--- src/shared/smrc_consts.vh ---
`ifndef SMRC_CONSTS_VH
`define SMRC_CONSTS_VH

// Register indices and their byte addresses (four bytes per index).
`define SMRC_CTRL_INDEX      8'hff
`define SMRC_RESET_SOURCE_REGISTER_INDEX    8'hef
`define SMRC_CTRL_ADDR       12'h3fc
`define SMRC_RESET_SOURCE_REGISTER_ADDR     12'h3bc
`define SMRC_ADDR_W          12

// Supply monitor control fields.
`define SMRC_CTRL_EN_BIT     7
`define SMRC_CTRL_RSTOK_BIT  6
`define SMRC_CTRL_WARN_BIT   5
`define SMRC_CTRL_BAT_BIT    4
`define SMRC_CTRL_WIE_BIT    3
`define SMRC_CTRL_BIE_BIT    2
`define SMRC_CTRL_EN_RST     1'b1
`define SMRC_CTRL_WIE_RST    1'b1
`define SMRC_CTRL_BIE_RST    1'b0

// Reset source fields.
`define SMRC_RS_FERR_BIT     6
`define SMRC_RS_SW_BIT       4
`define SMRC_RS_POR_BIT      1
`define SMRC_RS_PIN_BIT      0
`define SMRC_RS_SEL_RST      1'b1

// Length of a software or flash-error reset pulse, in clock cycles.
`define SMRC_PULSE_CYCLES    4'd8

`endif

--- src/hw/smrc_supply_monitor.v ---
// Summary of operation
// - Power-on and power-fail resets leave the monitor enabled and selected.
// - Enabled, selected monitor with low supply drives pin low, holds reset.
// - After power-fail the power flag reads one and RAM is invalid.
// - Only power-on and power-fail resets alter monitor enable and select.
// - Power-fail reset is disabled while the device sleeps.
// - On wake the enable and select set by software apply again.
// - Early-warning bit clears below warning threshold and can interrupt.
// - Flash erase or write with monitor disabled causes flash-error reset.
// - Control bit 7 enables the monitor, resets to one.
// - Bit 6 reads live supply against reset threshold.
// - Bit 5 reads live supply against warning threshold.
// - Bit 4 reads battery warning comparison on battery variants.
// - Bit 3 enables core warning interrupt on battery variants (fixed at one otherwise), resets to one.
// - Bit 2 enables battery warning interrupt, resets to zero.
// - Control bits 1 and 0 read zero and ignore writes.
// - Low reset pin forces a device reset, even during sleep.
// - Leaving a pin reset sets reset-source bit 0.
// - Reset-source index 0xef; bit 1 writes select or deselect monitor.
// - Writing one to reset-source bit 4 forces a software reset.
`timescale 1ns/10ps
`include "smrc_consts.vh"

module smrc_supply_monitor #(
  parameter HAS_BATTERY = 1
) (
  // APB slave.
  input  wire        pclk,
  input  wire        presetn,
  input  wire        psel,
  input  wire        penable,
  input  wire        pwrite,
  input  wire [11:0] paddr,
  input  wire [31:0] pwdata,
  output reg  [31:0] prdata,
  output reg         pready,
  output reg         pslverr,
  // Analog comparators, high while the supply is above the threshold.
  input  wire        cmp_core_above_reset,
  input  wire        cmp_core_above_warn,
  input  wire        cmp_bat_above_warn,
  // Power mode and flash activity.
  input  wire        sleep_active,
  input  wire        flash_write_attempt,
  // Active-low reset pin, open drain.
  input  wire        rst_pin_n_in,
  output reg         rst_pin_out,
  output reg         rst_pin_oe,
  // Reset and status to the rest of the chip.
  output reg         sys_reset_n,
  output reg         ram_invalid,
  output reg         core_warning_irq,
  output reg         battery_warning_irq
);

  localparam ST_RUN     = 2'd0;
  localparam ST_PF_HOLD = 2'd1;
  localparam ST_PIN     = 2'd2;
  localparam ST_PULSE   = 2'd3;

  // Comparator synchronisers.
  reg  [2:0] cmp_meta_reg;
  reg  [2:0] cmp_sync_reg;
  wire       core_ok_rst;
  wire       core_ok_warn;
  wire       bat_ok_warn;

  // Retained monitor settings and control bits.
  reg        monitor_enable_reg;
  reg        monitor_select_reg;
  reg        core_warning_irq_enable_reg;
  reg        battery_warning_irq_enable_reg;

  // Reset cause flags and sequencer.
  reg        power_fail_flag_reg;
  reg        pin_reset_flag_reg;
  reg        software_reset_flag_reg;
  reg        flash_error_flag_reg;
  reg  [1:0] state_reg;
  reg  [1:0] state_next;
  reg  [3:0] pulse_cnt_reg;
  reg        pulse_is_sw_reg;

  wire       wr_access;
  wire       ctrl_hit;
  wire       rs_hit;
  wire       pf_trip;
  wire       sw_force;
  wire       flash_err;
  wire       core_ie_eff;
  wire       bat_ie_eff;
  wire [7:0] ctrl_value;
  wire [7:0] rs_value;

  function decode_hit;
    input [11:0] addr;
    input [11:0] target;
    begin
      decode_hit = (addr == target);
    end
  endfunction

  assign ctrl_hit  = decode_hit(paddr, `SMRC_CTRL_ADDR);
  assign rs_hit    = decode_hit(paddr, `SMRC_RESET_SOURCE_REGISTER_ADDR);
  assign wr_access = psel & penable & pready & pwrite;

  assign core_ok_rst  = cmp_sync_reg[0];
  assign core_ok_warn = cmp_sync_reg[1];
  assign bat_ok_warn  = (HAS_BATTERY != 0) ? cmp_sync_reg[2] : 1'b1;

  assign core_ie_eff = (HAS_BATTERY != 0) ?
                       core_warning_irq_enable_reg : 1'b1;
  assign bat_ie_eff  = (HAS_BATTERY != 0) ?
                       battery_warning_irq_enable_reg : 1'b0;

  // Sleep gates the trip only; the retained settings stay untouched.
  assign pf_trip = monitor_enable_reg & monitor_select_reg &
                   ~sleep_active & ~core_ok_rst;
  assign sw_force = wr_access & rs_hit &
                    pwdata[`SMRC_RS_SW_BIT];
  assign flash_err = flash_write_attempt & ~monitor_enable_reg;

  assign ctrl_value = {monitor_enable_reg,
                       core_ok_rst,
                       core_ok_warn,
                       bat_ok_warn & (HAS_BATTERY != 0),
                       core_ie_eff,
                       bat_ie_eff,
                       2'b00};
  assign rs_value = {1'b0,
                     flash_error_flag_reg,
                     1'b0,
                     software_reset_flag_reg,
                     2'b00,
                     power_fail_flag_reg,
                     pin_reset_flag_reg};

  always @(posedge pclk or negedge presetn) begin
    if (!presetn) begin
      // Start at the healthy level so that the release of reset does not
      // look like a supply dip and start a spurious power-fail hold.
      cmp_meta_reg <= 3'h7;
      cmp_sync_reg <= 3'h7;
    end else begin
      cmp_meta_reg <= {cmp_bat_above_warn, cmp_core_above_warn,
                       cmp_core_above_reset};
      cmp_sync_reg <= cmp_meta_reg;
    end
  end

  // APB answer: one wait-free access cycle after every setup cycle.
  always @(posedge pclk or negedge presetn) begin
    if (!presetn) begin
      pready  <= 1'b0;
      pslverr <= 1'b0;
      prdata  <= 32'h0;
    end else begin
      pready  <= psel & ~penable;
      pslverr <= psel & ~penable & ~ctrl_hit & ~rs_hit;
      if (psel & ~penable & ~pwrite) begin
        if (ctrl_hit) begin
          prdata <= {24'h0, ctrl_value};
        end else if (rs_hit) begin
          prdata <= {24'h0, rs_value};
        end else begin
          prdata <= 32'h0;
        end
      end else begin
        prdata <= 32'h0;
      end
    end
  end

  // Monitor settings: these flops keep their value through sleep and
  // software resets; power-on restores them all, power-fail only enable and select.
  always @(posedge pclk or negedge presetn) begin
    if (!presetn) begin
      monitor_enable_reg <= `SMRC_CTRL_EN_RST;
      monitor_select_reg <= `SMRC_RS_SEL_RST;
      core_warning_irq_enable_reg    <= `SMRC_CTRL_WIE_RST;
      battery_warning_irq_enable_reg <= `SMRC_CTRL_BIE_RST;
    end else if (pf_trip) begin
      monitor_enable_reg <= 1'b1;
      monitor_select_reg <= 1'b1;
    end else if (wr_access) begin
      if (ctrl_hit) begin
        monitor_enable_reg <= pwdata[`SMRC_CTRL_EN_BIT];
        core_warning_irq_enable_reg <= pwdata[`SMRC_CTRL_WIE_BIT];
        battery_warning_irq_enable_reg <= pwdata[`SMRC_CTRL_BIE_BIT];
      end
      if (rs_hit) begin
        monitor_select_reg <= pwdata[`SMRC_RS_POR_BIT];
      end
    end
  end

  // Reset sequencer.
  always @* begin
    state_next = state_reg;
    case (state_reg)
      ST_RUN: begin
        if (pf_trip) begin
          state_next = ST_PF_HOLD;
        end else if (!rst_pin_n_in) begin
          state_next = ST_PIN;
        end else if (sw_force | flash_err) begin
          state_next = ST_PULSE;
        end
      end
      ST_PF_HOLD: begin
        if (core_ok_rst) begin
          state_next = ST_RUN;
        end
      end
      ST_PIN: begin
        if (pf_trip) begin
          state_next = ST_PF_HOLD;
        end else if (rst_pin_n_in) begin
          state_next = ST_RUN;
        end
      end
      ST_PULSE: begin
        if (pf_trip) begin
          state_next = ST_PF_HOLD;
        end else if (!rst_pin_n_in) begin
          state_next = ST_PIN;
        end else if (pulse_cnt_reg == 4'h1) begin
          state_next = ST_RUN;
        end
      end
      default: begin
        state_next = ST_RUN;
      end
    endcase
  end

  always @(posedge pclk or negedge presetn) begin
    if (!presetn) begin
      state_reg       <= ST_RUN;
      pulse_cnt_reg   <= 4'h0;
      pulse_is_sw_reg <= 1'b0;
      sys_reset_n     <= 1'b0;
      rst_pin_out     <= 1'b0;
      rst_pin_oe      <= 1'b0;
    end else begin
      state_reg <= state_next;
      if (state_reg == ST_RUN && state_next == ST_PULSE) begin
        pulse_cnt_reg   <= `SMRC_PULSE_CYCLES;
        pulse_is_sw_reg <= sw_force;
      end else if (pulse_cnt_reg != 4'h0) begin
        pulse_cnt_reg <= pulse_cnt_reg - 4'h1;
      end
      sys_reset_n <= (state_next == ST_RUN);
      rst_pin_out <= 1'b0;
      rst_pin_oe  <= (state_next == ST_PF_HOLD);
    end
  end

  // Cause flags describe the last reset and are set as it ends.
  always @(posedge pclk or negedge presetn) begin
    if (!presetn) begin
      power_fail_flag_reg     <= 1'b1;
      pin_reset_flag_reg      <= 1'b0;
      software_reset_flag_reg <= 1'b0;
      flash_error_flag_reg    <= 1'b0;
      ram_invalid             <= 1'b1;
    end else if (state_reg != ST_RUN && state_next == ST_RUN) begin
      power_fail_flag_reg     <= (state_reg == ST_PF_HOLD);
      pin_reset_flag_reg      <= (state_reg == ST_PIN);
      software_reset_flag_reg <= (state_reg == ST_PULSE) &
                                 pulse_is_sw_reg;
      flash_error_flag_reg    <= (state_reg == ST_PULSE) &
                                 ~pulse_is_sw_reg;
      ram_invalid             <= (state_reg == ST_PF_HOLD);
    end
  end

  // Warning interrupt requests, live levels gated by their enables.
  always @(posedge pclk or negedge presetn) begin
    if (!presetn) begin
      core_warning_irq    <= 1'b0;
      battery_warning_irq <= 1'b0;
    end else begin
      core_warning_irq    <= ~core_ok_warn & core_ie_eff;
      battery_warning_irq <= ~bat_ok_warn & bat_ie_eff;
    end
  end

endmodule // smrc_supply_monitor

--- config.mk ---
export PLATFORM = sky130hd
export DESIGN_NAME = smrc_supply_monitor
export DESIGN_NICKNAME = d
export VERILOG_FILES = /design/src/hw/smrc_supply_monitor.v
export VERILOG_INCLUDE_DIRS = /design/src /design/src/shared
export SDC_FILE = /design/constraint.sdc
export NUM_CORES = 1
export LEC_CHECK = 0
export BUFFER_PORTS_ARGS = -buffer_cell sky130_fd_sc_hd__buf_4
export CAP_MARGIN = 20
export CORE_MARGIN = 2
export CORE_UTILIZATION = 30
export CTS_CLUSTER_DIAMETER = 30
export DETAILED_ROUTE_END_ITERATION = 6
export SYNTH_ARGS = -nofsm -noshare
export SYNTH_HDL_FRONTEND = slang
export SYNTH_SLANG_ARGS = --single-unit
export TNS_END_PERCENT = 10
--- constraint.sdc ---
create_clock -name pclk -period 2.34 [get_ports pclk]
set_input_delay 0.468 -clock pclk [delete_from_list [all_inputs] [get_ports pclk]]
set_output_delay 0.468 -clock pclk [all_outputs]
set_load 0.02 [all_outputs]
; ---- Word-level counts from Yosys, hierarchy flattened
; Cells that the tools add are included.
; Widths: inputs -> output; s select.
[totals]
out_inout_bits = 40
input_bits = 55
elab_cells = 92
reg_bits = 59
[op_classes]
n_mux = 21
add_sub_neg = 1
eq_ne = 8
n_bitwise = 29
n_reduce_logical = 13
[ops]
columns = cell, n
row1 = $mux 32, 1
row2 = $eq 12x10->1 const B, 2
row3 = $mux 2, 9
row4 = $and 1x1->1, 17
row5 = $not 1->1, 11
row6 = $reduce_bool 2->1, 5
row7 = $mux 4, 2
row8 = $mux 8, 1
row9 = $pmux 2 s4, 1
row10 = $mux 7, 1
row11 = $eq 2x2->1 const B, 3
row12 = $mux 1, 6
row13 = $eq 2x1->1 const B, 2
row14 = $eq 4x1->1 const B, 1
row15 = $logic_not 2->1, 2
row16 = $reduce_and 2->1, 2
row17 = $reduce_bool 4->1, 1
row18 = $sub 4x1->4 const B, 1
row19 = $reduce_and 3->1, 1
row20 = $logic_and 1x1->1, 2
row21 = $or 1x1->1, 1

; ---- Logic depth before layout (Yosys ltp)
; Gate-level depths: netlist of the first run.
[depth]
ltp_word = 13
ltp_mapped = 7
ltp_nobuf = 7

; ---- Least setup slack after synthesis of the first run
; No wires, ideal clock.
[synth_path]
path_type = input to register
startpoint = in paddr[0]
endpoint = reg pulse_is_sw_reg
stages = 5
setup_slack_ns = 0.443
path_buffers = 0
setup_ns = 0.125
required_ns = 2.215
arrival_ns = 1.771
cell_sequence = and4bb_2 -> nand4b_4 -> or3_4 -> a21boi_4 -> mux2_4
[synth_via]
elab_chain_cells = 10
[synth_rtl]
columns = item, line_no
row1 = from (decl), smrc_supply_monitor.v:33  ; input wire [11:0] paddr,
row2 = $eq 12x10->1 *, smrc_supply_monitor.v:99  ; decode_hit = (addr == target);
row3 = $and 1x1->1 * (2 in series), smrc_supply_monitor.v:119  ; assign sw_force = wr_access & rs_hit &
row4 = $or 1x1->1, smrc_supply_monitor.v:206  ; end else if (sw_force | flash_err) begin
row5 = $mux 2, smrc_supply_monitor.v:206
row6 = $mux 2, smrc_supply_monitor.v:204  ; end else if (!rst_pin_n_in) begin
row7 = $mux 2, smrc_supply_monitor.v:202  ; if (pf_trip) begin
row8 = $pmux 2 s4, smrc_supply_monitor.v:200  ; case (state_reg)
row9 = $eq 2x2->1, smrc_supply_monitor.v:247  ; if (state_reg == ST_RUN && state_next == ST_PULSE) begin
row10 = $logic_and 1x1->1, smrc_supply_monitor.v:247
row11 = to (signal assigned), smrc_supply_monitor.v:249  ; pulse_is_sw_reg <= sw_force;
row12 = to (decl), smrc_supply_monitor.v:82  ; reg pulse_is_sw_reg;
; Mark *: on every way between the ends. The rest lies on a longest branch, timed or not.
; A chain may end at the register's enable or synchronous reset.

; ---- Worst setup path in the final report of the first run
[layout_path]
startpoint = reg pulse_cnt_reg[0]
endpoint = reg pulse_is_sw_reg
[layout_via]
elab_chain_cells = 7
[layout_rtl]
columns = item, line_no
row1 = from (decl), smrc_supply_monitor.v:81  ; reg [3:0] pulse_cnt_reg;
row2 = from (signal assigned), smrc_supply_monitor.v:248  ; pulse_cnt_reg <= `SMRC_PULSE_CYCLES;
row3 = from (signal assigned), smrc_supply_monitor.v:251  ; pulse_cnt_reg <= pulse_cnt_reg - 4'h1;
row4 = $eq 4x1->1, smrc_supply_monitor.v:227  ; end else if (pulse_cnt_reg == 4'h1) begin
row5 = $mux 2, smrc_supply_monitor.v:227
row6 = $mux 2, smrc_supply_monitor.v:225  ; end else if (!rst_pin_n_in) begin
row7 = $mux 2, smrc_supply_monitor.v:223  ; if (pf_trip) begin
row8 = $pmux 2 s4, smrc_supply_monitor.v:200
row9 = net state_next[1], smrc_supply_monitor.v:80  ; reg [1:0] state_next;
row10 = $eq 2x2->1, smrc_supply_monitor.v:247
row11 = $logic_and 1x1->1, smrc_supply_monitor.v:247
; The timed path passes the listed nets, and every way through them passes these cells.

==> impl_metrics.csv, run 1 <==
group,metric,value,unit
power_and_ir_drop,combPwrFrac,25.5,%
power_and_ir_drop,switching_share,30.5,%
worst_setup_path,cp_max_fo,5,
power_and_ir_drop,power_density,793,nW/um2
worst_setup_path,regToRegStartpoint,"pulse_cnt_reg[0]",
power_and_ir_drop,p_clk_share,28.2,%
placement,pre_cts_slack,0.219,ns
placement,dp_cells,264,
cts,cts_hold_buf,0,
routing,vias,1171,
routing,drt-total-wl,3.15,mm
routing,wl_per_cell,11.6,um
floorplanning,die_w,79.9,um
yosys,ys.warnings.count,0,
timing,drv_slew,0,
yosys,yosysSeqAreaShare,51.4,%
floorplanning,num_rows,27,
floorplanning,pin_count,95,
routing,vias_per_cell,4.31,
yosys,syn_area_per_cell,11.4,um2
timing,fin_ws,0.341,ns
cts,clock_sinks,35,
yosys,ys_types,46,
cts,clk_latency,0.29,ns
outcome,status,"completed",
worst_setup_path,cp.required,2.51,ns
worst_setup_path,startpoint_type,"flip-flop",
layout,layout_commonest_cell,"buf_4",
worst_setup_path,r2r_end,"pulse_is_sw_reg",
routing,drt_pre_antenna_iters,4,
layout,drive_gt1_share,37.5,%
layout,largest_reg_flops,8,
worst_setup_path,cp.arrival,2.17,ns
layout,nFillCells,566,
cts,ctsResizeCount,0,
timing,tns,0,ns
timing,clock-skew-final,0.00377,ns
global_routing,grt_remaining_overflow,0,
layout,multi_input_area,716,um2
power_and_ir_drop,ir_drop,0.436,mV
placement,dp_hpwl,2.34,mm
worst_setup_path,worst-setup-path-type,"reg2reg",
layout,area_growth,23.5,%
timing,clock.fmax,500,MHz
floorplanning,start_util,31.2,%
cts,cts-htree-levels,2,
layout,layout.nets,256,
placement,placed_area,2040,um2
global_routing,grt_pass1_vias,1132,
global_routing,grt_max_degree,36,
layout,final_util,38.6,%
layout,most-common-layout-cells,"buf_4 (43), conb_1 (25), dfrtp_1 (25)",
flow_run,drv_cap,0,
worst_setup_path,end_kind,"flip-flop",
yosys,synth_edf_count,0,
timing,hold_violations,0,
cts,post_cts_buffers,0,
global_routing,grt_pass1_wl,5.09,mm
min_path,worst_hold_path_type,"in2async",
cts,clockBufferDepth,2,
worst_setup_path,reg2reg_slack,0.34,ns
power_and_ir_drop,p_switching,0.517,mW
floorplanning,dieArea,6390,um2
power_and_ir_drop,p_leak,1.06,nW
layout,stdcell_area,2140,um2
floorplanning,fp.coreArea,5540,um2
placement,io_buffers,42,
cts,cts_tree,"yes",
yosys,ys_async_sr_fraction,100,%
global_routing,track_usage,10.6,%
cts,cts_root_buf,"clkbuf_8",
worst_setup_path,reg2reg_depth,6,
routing,drc,0,
floorplanning,die_y,79.9,um
timing,worst_hold_slack,0.122,ns
layout,instances_no_fill,272,
yosys,synth_cells,152,
timing,period_share,85.4,%
power_and_ir_drop,seq_power_share,46.3,%
layout,seq_area,888,um2
routing,drt-initial-drc-count,79,
yosys,synthFlopType,"dfrtp_1",
layout,n_antenna_cell,0,
routing,antenna_left,0,
timing,setup_viol,0,
timing,rsz0062_at_grt,"false",
placement,globalplace.congestion,0.784,
timing,period_needed,2.00,ns
yosys,ys_ff_latch,35,
cts,clk_pin_slew,0.07,ns
cts,cts_made_buffers,5,
power_and_ir_drop,intPower,1.18,mW
power_and_ir_drop,power,1.69,mW
yosys,netlist_area,1730,um2
global_routing,antenna_found_initial,0,
[worst max path at each step]
stage          slack (ns)               to  depth (start not counted)        startpoint
3_3_place_gp         0.23  pulse_is_sw_reg                          6          paddr[0]
3_5_place_dp         0.22  pulse_is_sw_reg                          6          paddr[0]
6_report             0.34  pulse_is_sw_reg                          6  pulse_cnt_reg[0]
5_1_grt              0.17  pulse_is_sw_reg                          6  pulse_cnt_reg[0]
4_1_cts              0.33  pulse_is_sw_reg                          6  pulse_cnt_reg[0]
2_1_floorplan        0.44  pulse_is_sw_reg                          5          paddr[0]
[power groups by stage]
stage | sequential (mW) | combinational (mW) | clock [mW]
floorplan | 0.801 | 0.321 | 0
global placement | 0.789 | 0.433 | 0
global route | 0.795 | 0.486 | 0.528
detailed placement | 0.793 | 0.435 | 0
finish | 0.784 | 0.433 | 0.477
CTS | 0.782 | 0.437 | 0.496
[cell type report]
| type | instances | area share, % |
|---|---|---|
| repair buffers | 43 | 15.1 |
| clock buffers | 8 | 4.69 |
| multi-input cells | 109 | 33.5 |
| well taps | 72 | 4.22 |
| inverters | 5 | 0.879 |
| flip-flops and latches | 35 | 41.6 |
[per-layer routing]
layer  share of wire (%)  up-vias  global-route usage, %  wire length, um
li1                    -      568                      -                -
met1                  44      546                   12.9             1400
met3                 9.8        6                   4.30              308
met2                  44       51                   15.8             1370
met4                 2.2        0                   5.59               68
met5                   0        -                      0                0
[critical path, stage by stage, from the launching register on]
cell and delay, ns:
dfrtp_1 0.42, ha_1 0.21, nor3b_2 0.18, o21ai_0 0.25, o221a_4 0.26, a21boi_4 0.25, mux2_4 0.32
[cells in the mapped netlist (2+ instances only)]
library cell | instances | area [um2]
nand3_1 | 4 | 20.0
nor3_1 | 3 | 15.0
nor2b_1 | 3 | 18.8
buf_4 | 25 | 188
nand2_1 | 4 | 15.0
ha_1 | 2 | 25.0
dfrtp_1 | 25 | 626
a22o_1 | 2 | 17.5
inv_1 | 5 | 18.8
or3_1 | 2 | 12.5
and2_1 | 8 | 50.1
dfstp_2 | 10 | 263
o21ai_0 | 5 | 25.0
nor2_1 | 11 | 41.3
mux2_2 | 2 | 22.5
mux2i_1 | 3 | 30.0
nand3b_1 | 2 | 15.0
a21oi_1 | 4 | 20.0
nand2b_1 | 5 | 31.3
[kinds of logic after synthesis]
| logic type | after synthesis | synth area share [%] |
|---|---|---|
| AO/OA/AOI/OAI | 21 | 9.62 |
| XOR/XNOR | 1 | 0.507 |
| adder cells (fa/ha/maj) | 2 | 1.45 |
| buffers and inverters | 32 | 12.4 |
| flip-flops | 35 | 51.4 |
| multiplexers | 6 | 3.91 |
| other | 1 | 0.217 |
| AND/OR/NAND/NOR | 54 | 20.5 |
Power figures use the tool's default switching activity.
==> run 2, diff against run 1 <==
RECOVER_POWER = 100   (was not set)
==> run 2 against run 1 <==
  * The flow now finishes with violations (max-capacitance violations, max-slew violations)
  * Worst setup slack worse by 0.011 ns
  * Sequential power down 0.5%
  * Power down 1.0%
  * Fmax down 0.53%
  * Die area unchanged
  * Count of clock-buffer cells in the layout unchanged
  * Non-clock buffer count unchanged
  * Design area down 3.7%
  * Combinational power down 3%
  * Hold slack better by 0.17 ns
  * First-iteration DRC count up 6.3%
  * Highest routed layer unchanged
==> impl_metrics.csv, run 2 (synthesis results as in run 1) <==
group,metric,value,unit
outcome,status,"finished with violations",
outcome,violations,"max-capacitance violations, max-slew violations",
worst_setup_path,cp.required,2.51,ns
timing,clock-skew-final,0.00388,ns
power_and_ir_drop,intPower,1.16,mW
cts,clock_sinks,35,
power_and_ir_drop,switching_share,30.8,%
global_routing,grt_max_degree,36,
cts,cts-htree-levels,2,
placement,io_buffers,42,
worst_setup_path,path_delay_family,"compound AO/OA/AOI/OAI gates",
timing,relSlewSlack,-22.7,%
routing,antenna_left,0,
floorplanning,num_rows,27,
cts,cts_made_buffers,5,
power_and_ir_drop,seq_power_share,46.5,%
worst_setup_path,worst_path_max_delay_cell,"dfrtp_1",
global_routing,track_usage,10.6,%
timing,hold_violations,0,
floorplanning,die_w,79.9,um
worst_setup_path,cp.arrival,2.18,ns
cts,cts_hold_buf,0,
global_routing,groute.layer.met2.usage,15.8,%
power_and_ir_drop,ir_drop,0.435,mV
worst_setup_path,crit_buf_inv,0,
cts,ctsResizeCount,0,
power_and_ir_drop,combPwrFrac,25.0,%
routing,drt_pre_antenna_iters,4,
timing,clock.fmax,498,MHz
timing,setup_viol,0,
flow_run,drv_cap,1,
power_and_ir_drop,p_leak,0.970,nW
layout,layout.nets,256,
power_and_ir_drop,p_switching,0.516,mW
floorplanning,dieArea,6390,um2
cts,clk_latency,0.29,ns
worst_setup_path,cp_max_fo,5,
global_routing,grt_use_met1,12.9,%
cts,clockBufferDepth,2,
cts,cts_root_buf,"clkbuf_8",
routing,vias,1175,
routing,drc,0,
global_routing,antenna_found_initial,0,
worst_setup_path,crit_chain,"ha_1 -> nor3b_2 -> o21ai_0 -> o221a_4 -> a21boi_4 -> mux2_1",
global_routing,gr-max-usage-layer,"met2",
routing,drt-total-wl,3.19,mm
cts,post_cts_buffers,0,
timing,tightest_slew,1.84,ns
power_and_ir_drop,power_density,815,nW/um2
floorplanning,fp.coreArea,5540,um2
routing,wl_per_cell,11.7,um
power_and_ir_drop,p_clk_share,28.4,%
floorplanning,die_y,79.9,um
layout,largest_reg_flops,8,
worst_setup_path,worst-setup-path-type,"reg2reg",
timing,tns,0,ns
global_routing,grt_pass1_wl,5.09,mm
floorplanning,pin_count,95,
global_routing,grt_remaining_overflow,0,
placement,globalplace.congestion,0.784,
timing,period_share,85.9,%
layout,area_growth,19.0,%
worst_setup_path,startpoint_type,"flip-flop",
min_path,worst_hold_path_type,"in2reg",
timing,worst_hold_slack,0.287,ns
placement,dp_hpwl,2.34,mm
routing,drt-initial-drc-count,84,
timing,period_needed,2.01,ns
global_routing,grt_pass1_vias,1132,
cts,clk_pin_slew,0.07,ns
floorplanning,start_util,31.2,%
layout,n_antenna_cell,0,
timing,drv_slew,36,
worst_setup_path,critical_path.max_stage_delay,0.42,ns
worst_setup_path,end_kind,"flip-flop",
power_and_ir_drop,power,1.68,mW
global_routing,grtUsageMet3,4.30,%
layout,most-common-layout-cells,"conb_1 (25), dfrtp_1 (25), buf_4 (23)",
timing,rsz0062_at_grt,"false",
cts,cts_tree,"yes",
routing,vias_per_cell,4.32,
layout,drive_gt1_share,26.0,%
[run 2: cell types whose count changed in the layout (fill, tap and decap cells not counted), moves of 4 or more]
cell	previous run	this run
buf_4	43	23
clkbuf_1	1	16
and2_0	0	5
and2_1	8	3
clkbuf_4	0	5
dfstp_1	0	4
dfstp_2	10	6
[run 2: layer usage]
layer / routed length, um / vias up / share of wire, %
li1: - / 567 / -
met1: 1430 / 553 / 45
met2: 1380 / 49 / 43
met3: 310 / 6 / 9.7
met4: 68 / 0 / 2.1
met5: 0 / - / 0
[run 2: worst paths after layout]
| kind | from | endpoint | slack [ns] | depth (start not counted) |
|---|---|---|---|---|
| hold reg to reg | cmp_meta_reg[0] | cmp_sync_reg[0] | 0.36 | 0 |
| min in group asynchronous | presetn | pslverr | 0.68 | 1 |
| hold / removal | cmp_core_above_reset | cmp_meta_reg[0] | 0.29 | 1 |
| setup / recovery | pulse_cnt_reg[0] | pulse_is_sw_reg | 0.33 | 6 |
| setup reg to reg | pulse_cnt_reg[0] | pulse_is_sw_reg | 0.33 | 6 |
| max in group asynchronous | presetn | prdata[6] | 0.61 | 1 |
[run 2: power groups by stage]
| stage | clock (mW) | sequential [mW] | combinational [mW] |
|---|---|---|---|
| floorplan | 0 | 0.801 | 0.321 |
| global placement | 0 | 0.789 | 0.433 |
| detailed placement | 0 | 0.793 | 0.435 |
| CTS | 0.496 | 0.782 | 0.437 |
| global route | 0.527 | 0.792 | 0.473 |
| finish | 0.477 | 0.780 | 0.420 |
[run 2: area by class of cell]
class                   instances  area (um2)
fillers                       577        3480
flip-flops and latches         35         888
multi-input cells             109         693
repair buffers                 43         267
clock buffers                   8         100
well taps                      72        90.1
inverters                       5        18.8
[run 2: stage by stage]
stage | area, um2 | worst slack, ns | utilization (%) | instances
after floorplan | 1820 | 0.443 | - | 176
after global placement | 2040 | 0.228 | 36.7 | 264
after detailed placement | 2040 | 0.219 | 36.7 | 264
after CTS | 2140 | 0.332 | 38.6 | 272
after global routing | 2060 | 0.156 | 37.1 | 272
final | 2060 | 0.331 | 37.1 | 272
